<file path="src/rtl/acsr_pkg.sv">
// Shared constants and carrier types of the converter control block.
// Assumes one 50 MHz system clock and pin inputs that are not yet synchronised.
package acsr_pkg;

	// ----------------------------------------------------------------
	// Clock and timing
	// ----------------------------------------------------------------
	localparam int CLK_PERIOD_NS = 20;
	localparam int CONV_TIME_NS = 4000;
	localparam int CONV_CYCLES = (CONV_TIME_NS + CLK_PERIOD_NS - 1) / CLK_PERIOD_NS;
	localparam int SCLK_PERIOD_NS = 200;
	localparam int SCLK_CYCLES = SCLK_PERIOD_NS / CLK_PERIOD_NS;
	localparam int SCLK_HIGH_AT = SCLK_CYCLES / 2;
	localparam int DATA_CHANGE_AT = SCLK_HIGH_AT / 2;

	// ----------------------------------------------------------------
	// Widths and reset values
	// ----------------------------------------------------------------
	localparam int DATA_W = 16;
	localparam int BIT_CNT_W = 5;
	localparam int CONV_CNT_W = 8;
	localparam int PHASE_W = 4;
	localparam logic [BIT_CNT_W-1:0] BITS_PER_WORD = 5'h10;
	localparam logic [CONV_CNT_W-1:0] CONV_LAST = CONV_CNT_W'(CONV_CYCLES - 1);
	localparam logic [PHASE_W-1:0] PHASE_LAST = PHASE_W'(SCLK_CYCLES - 1);
	localparam logic [PHASE_W-1:0] PHASE_HIGH = PHASE_W'(SCLK_HIGH_AT);
	localparam logic [PHASE_W-1:0] PHASE_CHANGE = PHASE_W'(DATA_CHANGE_AT);
	localparam logic [DATA_W-1:0] RESULT_RESET = 16'h0000;

	// ----------------------------------------------------------------
	// Channel codes
	// ----------------------------------------------------------------
	localparam logic [1:0] CHAN_ONE = 2'h0;
	localparam logic [1:0] CHAN_TWO = 2'h1;
	localparam logic [1:0] CHAN_THREE = 2'h2;
	localparam logic [1:0] CHAN_FOUR = 2'h3;
	localparam logic [1:0] CHAN_RESET = CHAN_ONE;

	// ----------------------------------------------------------------
	// States and carriers
	// ----------------------------------------------------------------
	typedef enum logic [1:0] {CV_IDLE, CV_RUN, CV_PUSH} acsr_conv_e;
	typedef enum logic [1:0] {SH_IDLE, SH_INT, SH_EXT_WAIT, SH_EXT} acsr_shift_e;

	typedef struct packed {
		logic cs_n;
		logic rd_conv;
		logic power_down;
		logic clk_sel;
		logic sclk;
		logic strobe_a_n;
		logic strobe_b_n;
		logic [1:0] addr;
	} acsr_pins_s;

	localparam acsr_pins_s PINS_RESET = '{1'b1, 1'b1, 1'b0, 1'b0, 1'b0, 1'b1, 1'b1, 2'h0};

endpackage

</file>
<file path="src/rtl/acsr_buf2.sv">
// Two-entry buffer with valid and ready on both sides.
// Assumes both sides on the same clock; storage in flip-flops.
`timescale 1ns/1ps
module acsr_buf2 #(
	parameter int W = 16
) (
	input wire logic clk,
	input wire logic reset_n,
	input wire logic in_valid,
	output logic in_ready,
	input wire logic [W-1:0] in_data,
	output logic out_valid,
	input wire logic out_ready,
	output logic [W-1:0] out_data
);
	logic [W-1:0] mem_q [2];
	logic wr_ptr_q;
	logic rd_ptr_q;
	logic [1:0] count_q;
	wire push = in_valid && in_ready;
	wire pop = out_valid && out_ready;

	assign in_ready = (count_q != 2'h2);
	assign out_valid = (count_q != 2'h0);
	assign out_data = mem_q[rd_ptr_q];

	always_ff @(posedge clk or negedge reset_n) begin
		if (!reset_n) begin
			mem_q[0] <= '0;
			mem_q[1] <= '0;
			wr_ptr_q <= 1'b0;
			rd_ptr_q <= 1'b0;
			count_q <= 2'h0;
		end else begin
			if (push) begin
				mem_q[wr_ptr_q] <= in_data;
				wr_ptr_q <= !wr_ptr_q;
			end
			if (pop)
				rd_ptr_q <= !rd_ptr_q;
			count_q <= count_q + {1'b0, push} - {1'b0, pop};
		end
	end
endmodule

</file>
<file path="src/rtl/acsr_top.sv">
// Conversion control, channel latch and serial readout of a four-channel converter.
// Assumes an analog core that presents its result on adc_result at the end of conversion,
// and host pins from outside the clock domain.
`timescale 1ns/1ps

module acsr_top (
	input wire logic clk,
	input wire logic reset_n,
	input wire logic cs_n,
	input wire logic rd_conv,
	input wire logic power_down_input,
	input wire logic clock_source_select,
	input wire logic serial_bit_clock_i,
	output logic serial_bit_clock_o,
	output logic serial_bit_clock_oe,
	input wire logic mux_latch_strobe_a_n,
	input wire logic mux_latch_strobe_b_n,
	input wire logic channel_addr_hi,
	input wire logic channel_addr_lo,
	input wire logic [15:0] adc_result,
	output logic busy_n,
	output logic serial_data,
	output logic frame_sync,
	output logic [1:0] channel_select,
	output logic sample_hold,
	output logic power_save
);

	// ----------------------------------------------------------------
	// Edge helpers
	// ----------------------------------------------------------------
	function automatic logic fell(input logic prev, input logic cur);
		fell = prev && !cur;
	endfunction

	function automatic logic rose(input logic prev, input logic cur);
		rose = !prev && cur;
	endfunction

	// ----------------------------------------------------------------
	// Pin synchronisers
	// ----------------------------------------------------------------
	acsr_pkg::acsr_pins_s pins_raw;
	acsr_pkg::acsr_pins_s meta_q;
	acsr_pkg::acsr_pins_s pins_q;
	acsr_pkg::acsr_pins_s prev_q;

	assign pins_raw = '{cs_n, rd_conv, power_down_input, clock_source_select,
		serial_bit_clock_i, mux_latch_strobe_a_n, mux_latch_strobe_b_n,
		{channel_addr_hi, channel_addr_lo}};

	always_ff @(posedge clk or negedge reset_n) begin
		if (!reset_n) begin
			meta_q <= acsr_pkg::PINS_RESET;
			pins_q <= acsr_pkg::PINS_RESET;
			prev_q <= acsr_pkg::PINS_RESET;
		end else begin
			meta_q <= pins_raw;
			pins_q <= meta_q;
			prev_q <= pins_q;
		end
	end

	// ----------------------------------------------------------------
	// Host event decode
	// ----------------------------------------------------------------
	wire ctl_now = pins_q.cs_n | pins_q.rd_conv;
	wire ctl_prev = prev_q.cs_n | prev_q.rd_conv;
	wire cs_fell = fell(prev_q.cs_n, pins_q.cs_n);
	wire rc_rose = rose(prev_q.rd_conv, pins_q.rd_conv);
	wire ext_mode = pins_q.clk_sel;
	wire sclk_rose = rose(prev_q.sclk, pins_q.sclk);
	wire sclk_fell = fell(prev_q.sclk, pins_q.sclk);

	// Conversion request from either control falling with the other low
	wire conv_req = fell(ctl_prev, ctl_now);
	wire conv_go = conv_req && !pins_q.power_down;
	wire read_by_cs = cs_fell && pins_q.rd_conv;
	wire read_by_rc = rc_rose && !pins_q.cs_n;
	wire read_req = (read_by_cs || read_by_rc) && ext_mode;

	// ----------------------------------------------------------------
	// Channel address latch
	// ----------------------------------------------------------------
	wire latch_en_n = pins_q.strobe_a_n | pins_q.strobe_b_n;
	logic [1:0] chan_q;

	always_ff @(posedge clk or negedge reset_n) begin
		if (!reset_n)
			chan_q <= acsr_pkg::CHAN_RESET;
		else if (!latch_en_n)
			chan_q <= pins_q.addr;
	end

	// Code picks input: 0 one, 1 two, 2 three, 3 four
	assign channel_select = chan_q;

	// ----------------------------------------------------------------
	// Conversion sequencer
	// ----------------------------------------------------------------
	acsr_pkg::acsr_conv_e cv_q;
	logic [acsr_pkg::CONV_CNT_W-1:0] conv_cnt_q;
	logic [1:0] conv_chan_q;
	logic sample_q;
	logic power_q;
	logic buf_in_ready;
	logic buf_out_valid;
	logic [acsr_pkg::DATA_W-1:0] buf_out_data;
	wire conv_done = (cv_q == acsr_pkg::CV_RUN) && (conv_cnt_q == acsr_pkg::CONV_LAST);
	wire push_now = (cv_q == acsr_pkg::CV_PUSH) && buf_in_ready;
	wire cv_start = (cv_q == acsr_pkg::CV_IDLE) && conv_go;

	always_ff @(posedge clk or negedge reset_n) begin
		if (!reset_n) begin
			cv_q <= acsr_pkg::CV_IDLE;
			conv_cnt_q <= '0;
			conv_chan_q <= acsr_pkg::CHAN_RESET;
			sample_q <= 1'b0;
		end else begin
			case (cv_q)
				acsr_pkg::CV_IDLE: begin
					if (cv_start) begin
						cv_q <= acsr_pkg::CV_RUN;
						conv_cnt_q <= '0;
						conv_chan_q <= chan_q;
						sample_q <= 1'b1;
					end
				end
				acsr_pkg::CV_RUN: begin
					conv_cnt_q <= conv_cnt_q + 1'b1;
					if (conv_done)
						cv_q <= acsr_pkg::CV_PUSH;
				end
				acsr_pkg::CV_PUSH: begin
					if (buf_in_ready) begin
						cv_q <= acsr_pkg::CV_IDLE;
						sample_q <= 1'b0;
					end
				end
				default: begin
					cv_q <= acsr_pkg::CV_IDLE;
					sample_q <= 1'b0;
				end
			endcase
		end
	end

	assign sample_hold = sample_q;

	// Reduced consumption follows the power-down pin
	always_ff @(posedge clk or negedge reset_n) begin
		if (!reset_n)
			power_q <= 1'b0;
		else
			power_q <= pins_q.power_down;
	end

	assign power_save = power_q;

	// ----------------------------------------------------------------
	// Result buffer between converter and shifter
	// ----------------------------------------------------------------
	logic buf_pop;

	acsr_buf2 #(
		.W(acsr_pkg::DATA_W)
	) u_buf (
		.clk(clk),
		.reset_n(reset_n),
		.in_valid(cv_q == acsr_pkg::CV_PUSH),
		.in_ready(buf_in_ready),
		.in_data(adc_result),
		.out_valid(buf_out_valid),
		.out_ready(buf_pop),
		.out_data(buf_out_data)
	);

	// ----------------------------------------------------------------
	// Serial shifter
	// ----------------------------------------------------------------
	acsr_pkg::acsr_shift_e sh_q;
	logic [acsr_pkg::DATA_W-1:0] shreg_q;
	logic [acsr_pkg::BIT_CNT_W-1:0] bits_q;
	logic [acsr_pkg::PHASE_W-1:0] phase_q;
	logic data_q;
	logic sclk_q;
	logic sync_q;
	logic busy_n_q;

	wire sh_idle = (sh_q == acsr_pkg::SH_IDLE);
	// New result enters the shifter only between readouts
	assign buf_pop = sh_idle && buf_out_valid && !cv_start;
	wire int_go = cv_start && !ext_mode;
	wire phase_end = (phase_q == acsr_pkg::PHASE_LAST);
	wire int_change = (phase_q == acsr_pkg::PHASE_CHANGE);
	wire last_bit = (bits_q == acsr_pkg::BITS_PER_WORD - 1'b1);
	wire ext_done = (bits_q == acsr_pkg::BITS_PER_WORD);

	always_ff @(posedge clk or negedge reset_n) begin
		if (!reset_n) begin
			sh_q <= acsr_pkg::SH_IDLE;
			shreg_q <= acsr_pkg::RESULT_RESET;
			bits_q <= '0;
			phase_q <= '0;
			data_q <= 1'b0;
			sclk_q <= 1'b0;
			sync_q <= 1'b0;
		end else begin
			case (sh_q)
				acsr_pkg::SH_IDLE: begin
					sclk_q <= 1'b0;
					sync_q <= 1'b0;
					bits_q <= '0;
					phase_q <= '0;
					if (buf_pop)
						shreg_q <= buf_out_data;
					if (int_go)
						sh_q <= acsr_pkg::SH_INT;
					else if (read_req)
						sh_q <= acsr_pkg::SH_EXT_WAIT;
				end
				acsr_pkg::SH_INT: begin
					phase_q <= phase_end ? '0 : phase_q + 1'b1;
					sclk_q <= (phase_q >= acsr_pkg::PHASE_HIGH - 1'b1) && !phase_end;
					if (int_change) begin
						data_q <= shreg_q[acsr_pkg::DATA_W-1];
						shreg_q <= {shreg_q[acsr_pkg::DATA_W-2:0], shreg_q[acsr_pkg::DATA_W-1]};
					end
					if (phase_end) begin
						bits_q <= bits_q + 1'b1;
						if (last_bit)
							sh_q <= acsr_pkg::SH_IDLE;
					end
				end
				acsr_pkg::SH_EXT_WAIT: begin
					if (!ext_mode) begin
						sh_q <= acsr_pkg::SH_IDLE;
					end else if (sclk_fell) begin
						sync_q <= 1'b1;
						data_q <= shreg_q[acsr_pkg::DATA_W-1];
						shreg_q <= {shreg_q[acsr_pkg::DATA_W-2:0], shreg_q[acsr_pkg::DATA_W-1]};
						bits_q <= 5'h01;
						sh_q <= acsr_pkg::SH_EXT;
					end
				end
				acsr_pkg::SH_EXT: begin
					if (!ext_mode) begin
						sh_q <= acsr_pkg::SH_IDLE;
					end else if (sclk_fell) begin
						sync_q <= 1'b0;
						if (ext_done) begin
							sh_q <= acsr_pkg::SH_IDLE;
						end else begin
							data_q <= shreg_q[acsr_pkg::DATA_W-1];
							shreg_q <= {shreg_q[acsr_pkg::DATA_W-2:0],
								shreg_q[acsr_pkg::DATA_W-1]};
							bits_q <= bits_q + 1'b1;
						end
					end
				end
				default: begin
					sh_q <= acsr_pkg::SH_IDLE;
					sclk_q <= 1'b0;
					sync_q <= 1'b0;
				end
			endcase
		end
	end

	// ----------------------------------------------------------------
	// Busy and pin drivers
	// ----------------------------------------------------------------
	// Busy falls at start, rises once the result reaches the shifter
	always_ff @(posedge clk or negedge reset_n) begin
		if (!reset_n)
			busy_n_q <= 1'b1;
		else if (cv_start)
			busy_n_q <= 1'b0;
		else if (buf_pop && cv_q == acsr_pkg::CV_IDLE && !push_now)
			busy_n_q <= 1'b1;
	end

	logic sclk_oe_q;

	always_ff @(posedge clk or negedge reset_n) begin
		if (!reset_n)
			sclk_oe_q <= 1'b1;
		else
			sclk_oe_q <= !ext_mode;
	end

	assign busy_n = busy_n_q;
	assign serial_data = data_q;
	assign frame_sync = sync_q;
	assign serial_bit_clock_o = sclk_q;
	assign serial_bit_clock_oe = sclk_oe_q;

endmodule

</file>
<file path="config.mk">
export PLATFORM = sky130hd
export DESIGN_NAME = acsr_top
export DESIGN_NICKNAME = d
export VERILOG_FILES = /design/src/rtl/acsr_pkg.sv /design/src/rtl/acsr_buf2.sv /design/src/rtl/acsr_top.sv
export SDC_FILE = /design/constraint.sdc
export NUM_CORES = 1
export LEC_CHECK = 0
export BUFFER_PORTS_ARGS = -buffer_cell sky130_fd_sc_hd__buf_2
export CORE_MARGIN = 3
export CORE_UTILIZATION = 45
export CTS_BUF_LIST = sky130_fd_sc_hd__clkbuf_16
export CTS_CLUSTER_DIAMETER = 30
export DETAILED_ROUTE_END_ITERATION = 7
export GPL_TIMING_DRIVEN = 0
export PLACE_DENSITY = 0.74
export SLEW_MARGIN = 20
export SYNTH_ARGS = -nofsm -noshare
export SYNTH_HDL_FRONTEND = slang
export SYNTH_SLANG_ARGS = --single-unit
</file>
<file path="constraint.sdc">
create_clock -name clk -period 3.5 [get_ports clk]
set_input_delay 0.7 -clock clk [delete_from_list [all_inputs] [get_ports clk]]
set_output_delay 0.7 -clock clk [all_outputs]
set_load 0.01 [all_outputs]
</file>
# After elaboration in Yosys (flattened, before gate mapping)
# Cells that the tools add are included.
dict set report word_totals {
  ff_bits 103
  in_bits 27
  output_inout_bits 9
  wordCells 184
}
dict set report op_classes {
  add_sub_neg 5
  order_cmp 4
  eq_ne 27
  n_mux 57
  bitwise 6
  n_reduce_logical 47
}
# op n
set ops {}
lappend ops {{16-bit two-way mux} 11}
lappend ops {{16-bit case mux with 4 select lines} 1}
lappend ops {{32-bit bitwise mux} 1}
lappend ops {{5-bit two-way mux} 6}
lappend ops {{2-bit inequality test (second input constant)} 13}
lappend ops {{2-bit two-way mux} 12}
lappend ops {{5-bit case mux with 4 select lines} 1}
lappend ops {{1-bit logical AND} 19}
lappend ops {{16-bit demux with 1-bit select} 1}
lappend ops {{8-bit case mux with 2 select lines} 1}
lappend ops {{1-bit two-way mux} 14}
lappend ops {{7-bit AND reduction} 2}
lappend ops {{6-bit AND reduction} 2}
lappend ops {{1-bit logical NOT} 11}
lappend ops {{3-bit inequality test (second input constant)} 3}
lappend ops {{1-bit case mux with 3 select lines} 3}
lappend ops {{8-bit by 1-bit adder with 8-bit output (second input constant)} 1}
lappend ops {{8-bit == test (second input constant)} 1}
lappend ops {{8-bit two-way mux} 1}
lappend ops {{2-bit case mux with 4 select lines} 1}
lappend ops {{4-bit case mux with 2 select lines} 1}
lappend ops {{2-bit nonzero test} 4}
lappend ops {{2-bit == test (second input constant)} 3}
lappend ops {{2-bit case mux with 3 select lines} 1}
lappend ops {{24 further kinds} 32}

# Depth between registers and ports, before layout
# Gate-level depths: netlist (run 1).
dict set report depth {
  depth_word 11
  mapped_depth 9
  depth_no_buf 8
}

# Modules after synthesis
# Synthesis (run 1) repeated with hierarchy kept, for this count alone.
dict set report unflattened {
  cells_unflattened 349
  hier_area_um2 4645.7
}
# module n_inst cells_each area_each_um2 seq_area_each_um2
set by_module_without_submodules {}
lappend by_module_without_submodules {acsr_top 1 241 2981.6 1691.6}
lappend by_module_without_submodules {acsr_buf2 1 108 1664.1 900.9}

# Least setup slack after synthesis (run 1)
# OpenSTA, ideal clock, no wires.
dict set report synth_path {
  kind {reg-to-reg}
  from {reg bits_q[0] (netlist name)}
  to {reg shreg_q[0] (netlist name)}
  setup_time_ps 125
  arrival_ps 2004
  t_required_ps 3375
  setup_slack_ps 1371
  path_stages_with_launch 8
  path_buffers 1
  synth_period_minus_slack_ps 2129
  path_cell_list {dfrtp_1 inv_1 ha_1 nor4bb_1 and3_1 a2111oi_4 buf_6 mux2_4}
}
dict set report synth_between {
  elab_chain_cells 3
}
# item line
set synth_rtl {}
lappend synth_rtl {{from (decl)} acsr_top.sv:183} ;# logic [acsr_pkg::BIT_CNT_W-1:0] bits_q;
lappend synth_rtl {{from (signal assigned)} acsr_top.sv:230} ;# bits_q <= bits_q + 1'b1;
lappend synth_rtl {{from (signal assigned)} acsr_top.sv:257} ;# bits_q <= bits_q + 1'b1;
lappend synth_rtl {{5-bit == test} acsr_top.sv:197} ;# wire ext_done = (bits_q == acsr_pkg::BITS_PER_WORD);
lappend synth_rtl {{2-bit inequality test (no line)} --}
lappend synth_rtl {{7-bit AND reduction (no line)} --}
lappend synth_rtl {{to (signal assigned)} acsr_top.sv:202} ;# shreg_q <= acsr_pkg::RESULT_RESET;
lappend synth_rtl {{to (signal assigned)} acsr_top.sv:216} ;# shreg_q <= buf_out_data;
lappend synth_rtl {{to (signal assigned)} acsr_top.sv:227} ;# shreg_q <= {shreg_q[acsr_pkg::DATA_W-2:0], shreg_q[acsr_pkg::DATA_W-1]};
lappend synth_rtl {{to (decl)} acsr_top.sv:182} ;# logic [acsr_pkg::DATA_W-1:0] shreg_q;
# No other way between the ends.
# A chain may end at the register's enable or synchronous reset.

# Worst setup path after layout (run 1)
dict set report layout_path {
  from {reg bits_q[0] (netlist name)}
  to {reg shreg_q[1] (netlist name)}
}
# Same word-level chain as after synthesis.

==> results of run 1 <==
[synthesized netlist by cell type, drive strengths merged, types with 4 or more instances]
| master | count | area share (%) |
|---|---|---|
| a21oi | 20 | 2.2 |
| a22o | 7 | 1.4 |
| a31oi | 4 | 0.56 |
| and3 | 4 | 0.56 |
| buf | 5 | 0.70 |
| clkbuf | 10 | 0.84 |
| dfrtp | 91 | 51 |
| dfstp | 12 | 7.0 |
| ha | 6 | 1.7 |
| inv | 10 | 0.84 |
| mux2 | 53 | 14 |
| mux2i | 20 | 4.5 |
| nand2 | 14 | 1.2 |
| nand2b | 10 | 1.4 |
| nand3 | 5 | 0.56 |
| nor2 | 33 | 2.8 |
| o21ai | 16 | 1.8 |
| o31ai | 5 | 1.1 |
[sequential cells by signal, summed over array words and instances, names as in the netlist, 2 cells and up]
register        flops
u_buf.count_q       2
prev_q              3
shreg_q            16
sh_q                2
cv_q                2
pins_q              8
conv_cnt_q          8
channel_select      2
u_buf.mem_q        32
bits_q              5
phase_q             4
meta_q              9
[final timing paths]
check                                                 end  slack, ns                   from
worst min register to register         ext_mode$_DFF_PN0_       0.35    meta_q[5]$_DFF_PN0_
worst max register to register     shreg_q[1]$_DFFE_PN0P_       1.12  bits_q[0]$_DFFE_PN0P_
worst min-delay path            conv_cnt_q[3]$_DFFE_PN0P_       0.27                reset_n
max in group asynchronous             prev_q[8]$_DFF_PN1_       2.58                reset_n
min in group clk                       ext_mode$_DFF_PN0_       0.35    meta_q[5]$_DFF_PN0_
worst max-delay path               shreg_q[1]$_DFFE_PN0P_       1.12  bits_q[0]$_DFFE_PN0P_
[layer usage]
| metal | vias up | share of wire, % |
|---|---|---|
| li1 | 1378 | - |
| met1 | 1408 | 44 |
| met2 | 44 | 50 |
| met3 | 12 | 3.9 |
| met4 | 0 | 1.6 |
| met5 | - | 0 |
[per-stage QoR]
stage,hold WS (ns),utilization (%),instances
after floorplan,0.331,-,359
after global placement,0.333,51.1,523
after detailed placement,0.336,51.4,524
after CTS,0.283,54.7,540
after global routing,0.291,54.7,540
final,0.265,54.7,540
[area by class of cell]
class,count,area [sq um],area share (%)
flip-flops and latches,103,2590,50.1
clock buffers,9,225,4.35
well taps,129,161,3.12
clock inverters,7,90.1,1.74
multi-input cells,231,1790,34.6
inverters,10,37.5,0.725
repair buffers,36,209,4.03
plain buffers,15,68.8,1.33
[report_power, final]
group / switching [mW] / leakage (nW) / internal, mW
registers: 0.146 / 1.29 / 1.38
logic: 0.477 / 0.892 / 0.454
clock network: 0.474 / 0.157 / 0.578
total: 1.10 / 2.34 / 2.41
[cell families (layout without fill, tap and decap cells)]
kind of cell | Yosys count | count (layout)
xor gates and xnor gates | 5 | 5
adders and majority gates | 6 | 6
muxes | 73 | 73
buffers and inverters | 25 | 77
AOI/OAI and AO/OA | 61 | 61
DFF | 103 | 103
and+or+nand+nor | 86 | 86
[critical path, stage by stage, from the launching register on]
cell and delay [ns]:
dfrtp_1 0.40, inv_1 0.06, ha_1 0.19, nor4bb_1 0.14, and3_1 0.25, a2111oi_4 0.63
buf_6 0.27, mux2_4 0.32
==> flow_summary.json, run 1 <==
{
  "run_status": "complete, no violations",
  "core_area_sq_mm": 0.00946,
  "nets": 439,
  "drt_iter0_drc": 95,
  "groute.layer.met1.usage_pct": 19.5,
  "synth.area.mux_share_pct": 18.6,
  "ys_ff_latch": 103,
  "ys.flop_type": "dfrtp_1",
  "syn-cell-area_sq_mm": 0.00449,
  "cts_buffer_depth": 2,
  "postCtsResizedCells": 0,
  "gp_congestion": 0.793,
  "tightestPinTransition_ns": 0.662,
  "grt_busiest_layer": "met2",
  "area_growth_pct": 15.3,
  "hold_viol": 0,
  "use_met3_pct": 4.37,
  "synth-compound-area-share_pct": 9.19,
  "pwr_density_cell_mw_per_mm2": 677,
  "arrival_ns": 2.60,
  "slew_violations": 0,
  "ant_nets": 0,
  "mostFrequentLayoutCells": "91 x dfrtp_1, 42 x mux2_2, 38 x buf_2",
  "maxSlewHeadroom_pct": 55.7,
  "drive_gt1_share_pct": 30.7,
  "hpwl_mm": 5.51,
  "first_pass_iters": 4,
  "antenna_cells": 0,
  "port_buffers": 35,
  "globalRoute.totalOverflow": 0,
  "yosysUniqueCellTypes": 43,
  "routedWlPerCell_um": 15.1,
  "die_h_um": 106,
  "syn_area_per_cell_sq_um": 12.5,
  "cts_tree": "built",
  "clkTransAtPathRegs_ns": 0.07,
  "setup_viol": 0,
  "grt_max_degree": 60,
  "hold_path.class": "input pin to asynchronous set/reset pin",
  "critPathLaunchType": "register",
  "async_flop_share_pct": 100,
  "gr-usage-met2_pct": 26.5,
  "start_util_pct": 47.5,
  "post_dp_cell_area_sq_mm": 0.00486,
  "fin_crit_ns": 2.38,
  "antenna_found_initial": 0,
  "die_x_um": 106,
  "yosys_warnings": 0,
  "synth_top_family_by_area": "multiplexers",
  "pre_cts_ws_ns": 1.15,
  "via_per_inst": 5.26,
  "total_power_mw": 3.51,
  "cts_htree_levels": 3,
  "cts_root_buf": "clkbuf_16",
  "row_count": 35,
  "fin_area_sq_mm": 0.00518,
  "clock_sinks": 103,
  "cts_buffers": 9,
  "cap_violations": 0,
  "p_leak_nw": 2.34,
  "hold_buffers": 0,
  "critPathKind": "register to register",
  "route.detailed.drc": 0,
  "dieArea_sq_mm": 0.0112,
  "clock_latency_ns": 0.35,
  "cp-end-kind": "register",
  "synthSimpleGateAreaFrac_pct": 9.52,
  "ir_worst_vdd_v": 0.000413,
  "mostFrequentLayoutCell": "dfrtp_1",
  "layout_setup_ws_ns": 1.12,
  "synth_xor_area_share_pct": 0.975,
  "worst-r2r-cell-count": 7,
  "fin_worst_skew_ns": 0.00987,
  "max_freq_mhz": 421,
  "synth_edf_count": 0,
  "period_share_pct": 67.9,
  "grt_util_all_layers_pct": 15.7,
  "crit_required_ns": 3.73,
  "tns_ns": 0,
  "synth_fa_ha_area_share_pct": 1.67,
  "synth_nets": 392,
  "synth_cells": 359,
  "grt_pass1_vias": 2955,
  "worstPathMaxFanout": 10,
  "fillers": 819,
  "rsz0062_at_grt": "no",
  "cts_setup_buffers": 0,
  "grt_pass1_wl_mm": 14.0,
  "routed_wl_mm": 8.13,
  "vias": 2842,
  "ys_seq_area_share_pct": 57.7,
  "io_pins": 36
}
(Power assumes the default switching activity.)
==> run 2, diff against run 1 <==
- clock period: 3.5 -> 2.3 ns (I/O delays scaled with it)
==> run 2 against run 1 <==
Compared with the run above:
- power rose by 53%
- utilization rose by 0.19 points
- design area rose by 0.34%
- clock skew barely moved
- first-iteration DRC count fell by 11%
- sequential cell count did not move
- combinational power rose by 55%
==> flow_summary.json, run 2 (synthesis results as in run 1) <==
{
  "nets": 440,
  "start_util_pct": 47.5,
  "crit_required_ns": 2.53,
  "row_count": 35,
  "critPathKind": "register to register",
  "cts_root_buf": "clkbuf_16",
  "setup_viol": 0,
  "final_util_pct": 54.9,
  "dieArea_sq_mm": 0.0112,
  "hold_path.class": "input pin to asynchronous set/reset pin",
  "fin_crit_ns": 2.12,
  "hpwl_mm": 5.51,
  "clock_sinks": 103,
  "drt_iter0_drc": 85,
  "antenna_cells": 0,
  "core_area_sq_mm": 0.00946,
  "die_h_um": 106,
  "top_register": "u_buf.mem_q",
  "largest_reg_flops": 32,
  "maxSlewHeadroom_pct": 59.4,
  "vias": 2862,
  "rsz0062_at_grt": "no",
  "clock_latency_ns": 0.35,
  "arrival_ns": 2.35,
  "fillers": 820,
  "top_regs": "u_buf.mem_q (32), shreg_q (16), meta_q (9)",
  "pwr_density_cell_mw_per_mm2": 1030,
  "mostFrequentLayoutCells": "91 x dfrtp_1, 42 x mux2_2, 38 x buf_2",
  "antenna_found_initial": 0,
  "period_share_pct": 92.3,
  "via_per_inst": 5.29,
  "cts_buffers": 9,
  "tns_ns": 0,
  "globalRoute.totalOverflow": 0,
  "hold_viol": 0,
  "cap_violations": 0,
  "routedWlPerCell_um": 15.1,
  "tightestPinTransition_ns": 0.609,
  "die_x_um": 106,
  "area_growth_pct": 15.7,
  "clkTransAtPathRegs_ns": 0.07,
  "max_freq_mhz": 471,
  "drive_gt1_share_pct": 31.6,
  "worstPathMaxFanout": 10,
  "port_buffers": 35,
  "routed_wl_mm": 8.19,
  "first_pass_iters": 4,
  "io_pins": 36,
  "fin_worst_skew_ns": 0.00951,
  "grt_pass1_vias": 2967,
  "p_leak_nw": 2.34,
  "cts_htree_levels": 3,
  "route.detailed.drc": 0,
  "slew_violations": 0,
  "mostFrequentLayoutCell": "dfrtp_1",
  "grt_max_degree": 60,
  "critPathLaunchType": "register",
  "grt_util_all_layers_pct": 15.8,
  "cts_tree": "built",
  "gp_congestion": 0.793,
  "cts_buffer_depth": 2,
  "grt_pass1_wl_mm": 14.1,
  "run_status": "complete, no violations",
  "ir_worst_vdd_v": 0.000632,
  "ant_nets": 0,
  "cp-end-kind": "register"
}
==> run 2: cell count changes in the layout (fill, tap and decap cells not counted), sizes merged <==
cell	change
buf	+1
==> run 2: per-layer routing <==
layer | track usage [%] | vias up | wire [um]
li1 | - | 1377 | -
met1 | 19.6 | 1419 | 3560
met2 | 26.7 | 55 | 4150
met3 | 4.37 | 11 | 348
met4 | 5.27 | 0 | 133
met5 | 0 | - | 0
==> run 2: path summary, 6_finish.rpt <==
kind | slack, ns | from | cells past startpoint | to
setup / recovery | 0.18 | bits_q[0]$_DFFE_PN0P_ | 7 | shreg_q[1]$_DFFE_PN0P_
hold / removal | 0.03 | reset_n | 1 | conv_cnt_q[3]$_DFFE_PN0P_
setup reg to reg | 0.18 | bits_q[0]$_DFFE_PN0P_ | 7 | shreg_q[1]$_DFFE_PN0P_
hold reg to reg | 0.35 | meta_q[5]$_DFF_PN0_ | 0 | ext_mode$_DFF_PN0_
max in group asynchronous | 1.62 | reset_n | 2 | prev_q[8]$_DFF_PN1_
min in group clk | 0.21 | mux_latch_strobe_b_n | 1 | meta_q[2]$_DFF_PN1_
==> run 2: what timing repair did <==
action                     4_1_cts  5_1_grt
cloned                           0        0
gates resized for setup          0        4
hold buffers                     0        0
setup endpoints to repair       10       10
buffers inserted                 1        0
pin swaps                        1        0
==> run 2: through the flow <==
stage                     total power [mW]  setup WS [ns]  hold slack, ns  instance area (sq um)  std cells
after floorplan                       3.39          0.171           0.164                   4490        359
after global placement                3.68         -0.244           0.333                   4830        523
after detailed placement              3.75        -0.0530           0.336                   4860        524
after CTS                             5.40        0.00718          0.0434                   5190        541
after global routing                  5.70         0.0628          0.0514                   5200        541
final                                 5.37          0.177          0.0286                   5200        541
==> run 2: where the power goes <==
part / leakage, nW / switching, mW / internal [mW] / total [mW]
Sequential: 1.29 / 0.222 / 2.10 / 2.32
Clock: 0.157 / 0.724 / 0.879 / 1.60
Combinational: 0.901 / 0.732 / 0.709 / 1.44
==> run 2: critical path: stages, from the launching register on <==
cell and delay, ns:
dfrtp_1 0.41, inv_1 0.06, ha_1 0.19, nor4bb_2 0.18, and3_1 0.25, a2111oi_4 0.37
buf_6 0.24, mux2_4 0.32
==> run 2: final cells by class <==
class	count	area [sq um]	share of cell area, %
Tap cell	129	161	3.11
Inverter	10	37.5	0.722
Clock inverter	7	90.1	1.73
Multi-Input combinational cell	231	1800	34.7
Sequential cell	103	2590	49.9
Timing Repair Buffer	37	216	4.17
Clock buffer	9	225	4.33
Buffer	15	70.1	1.35
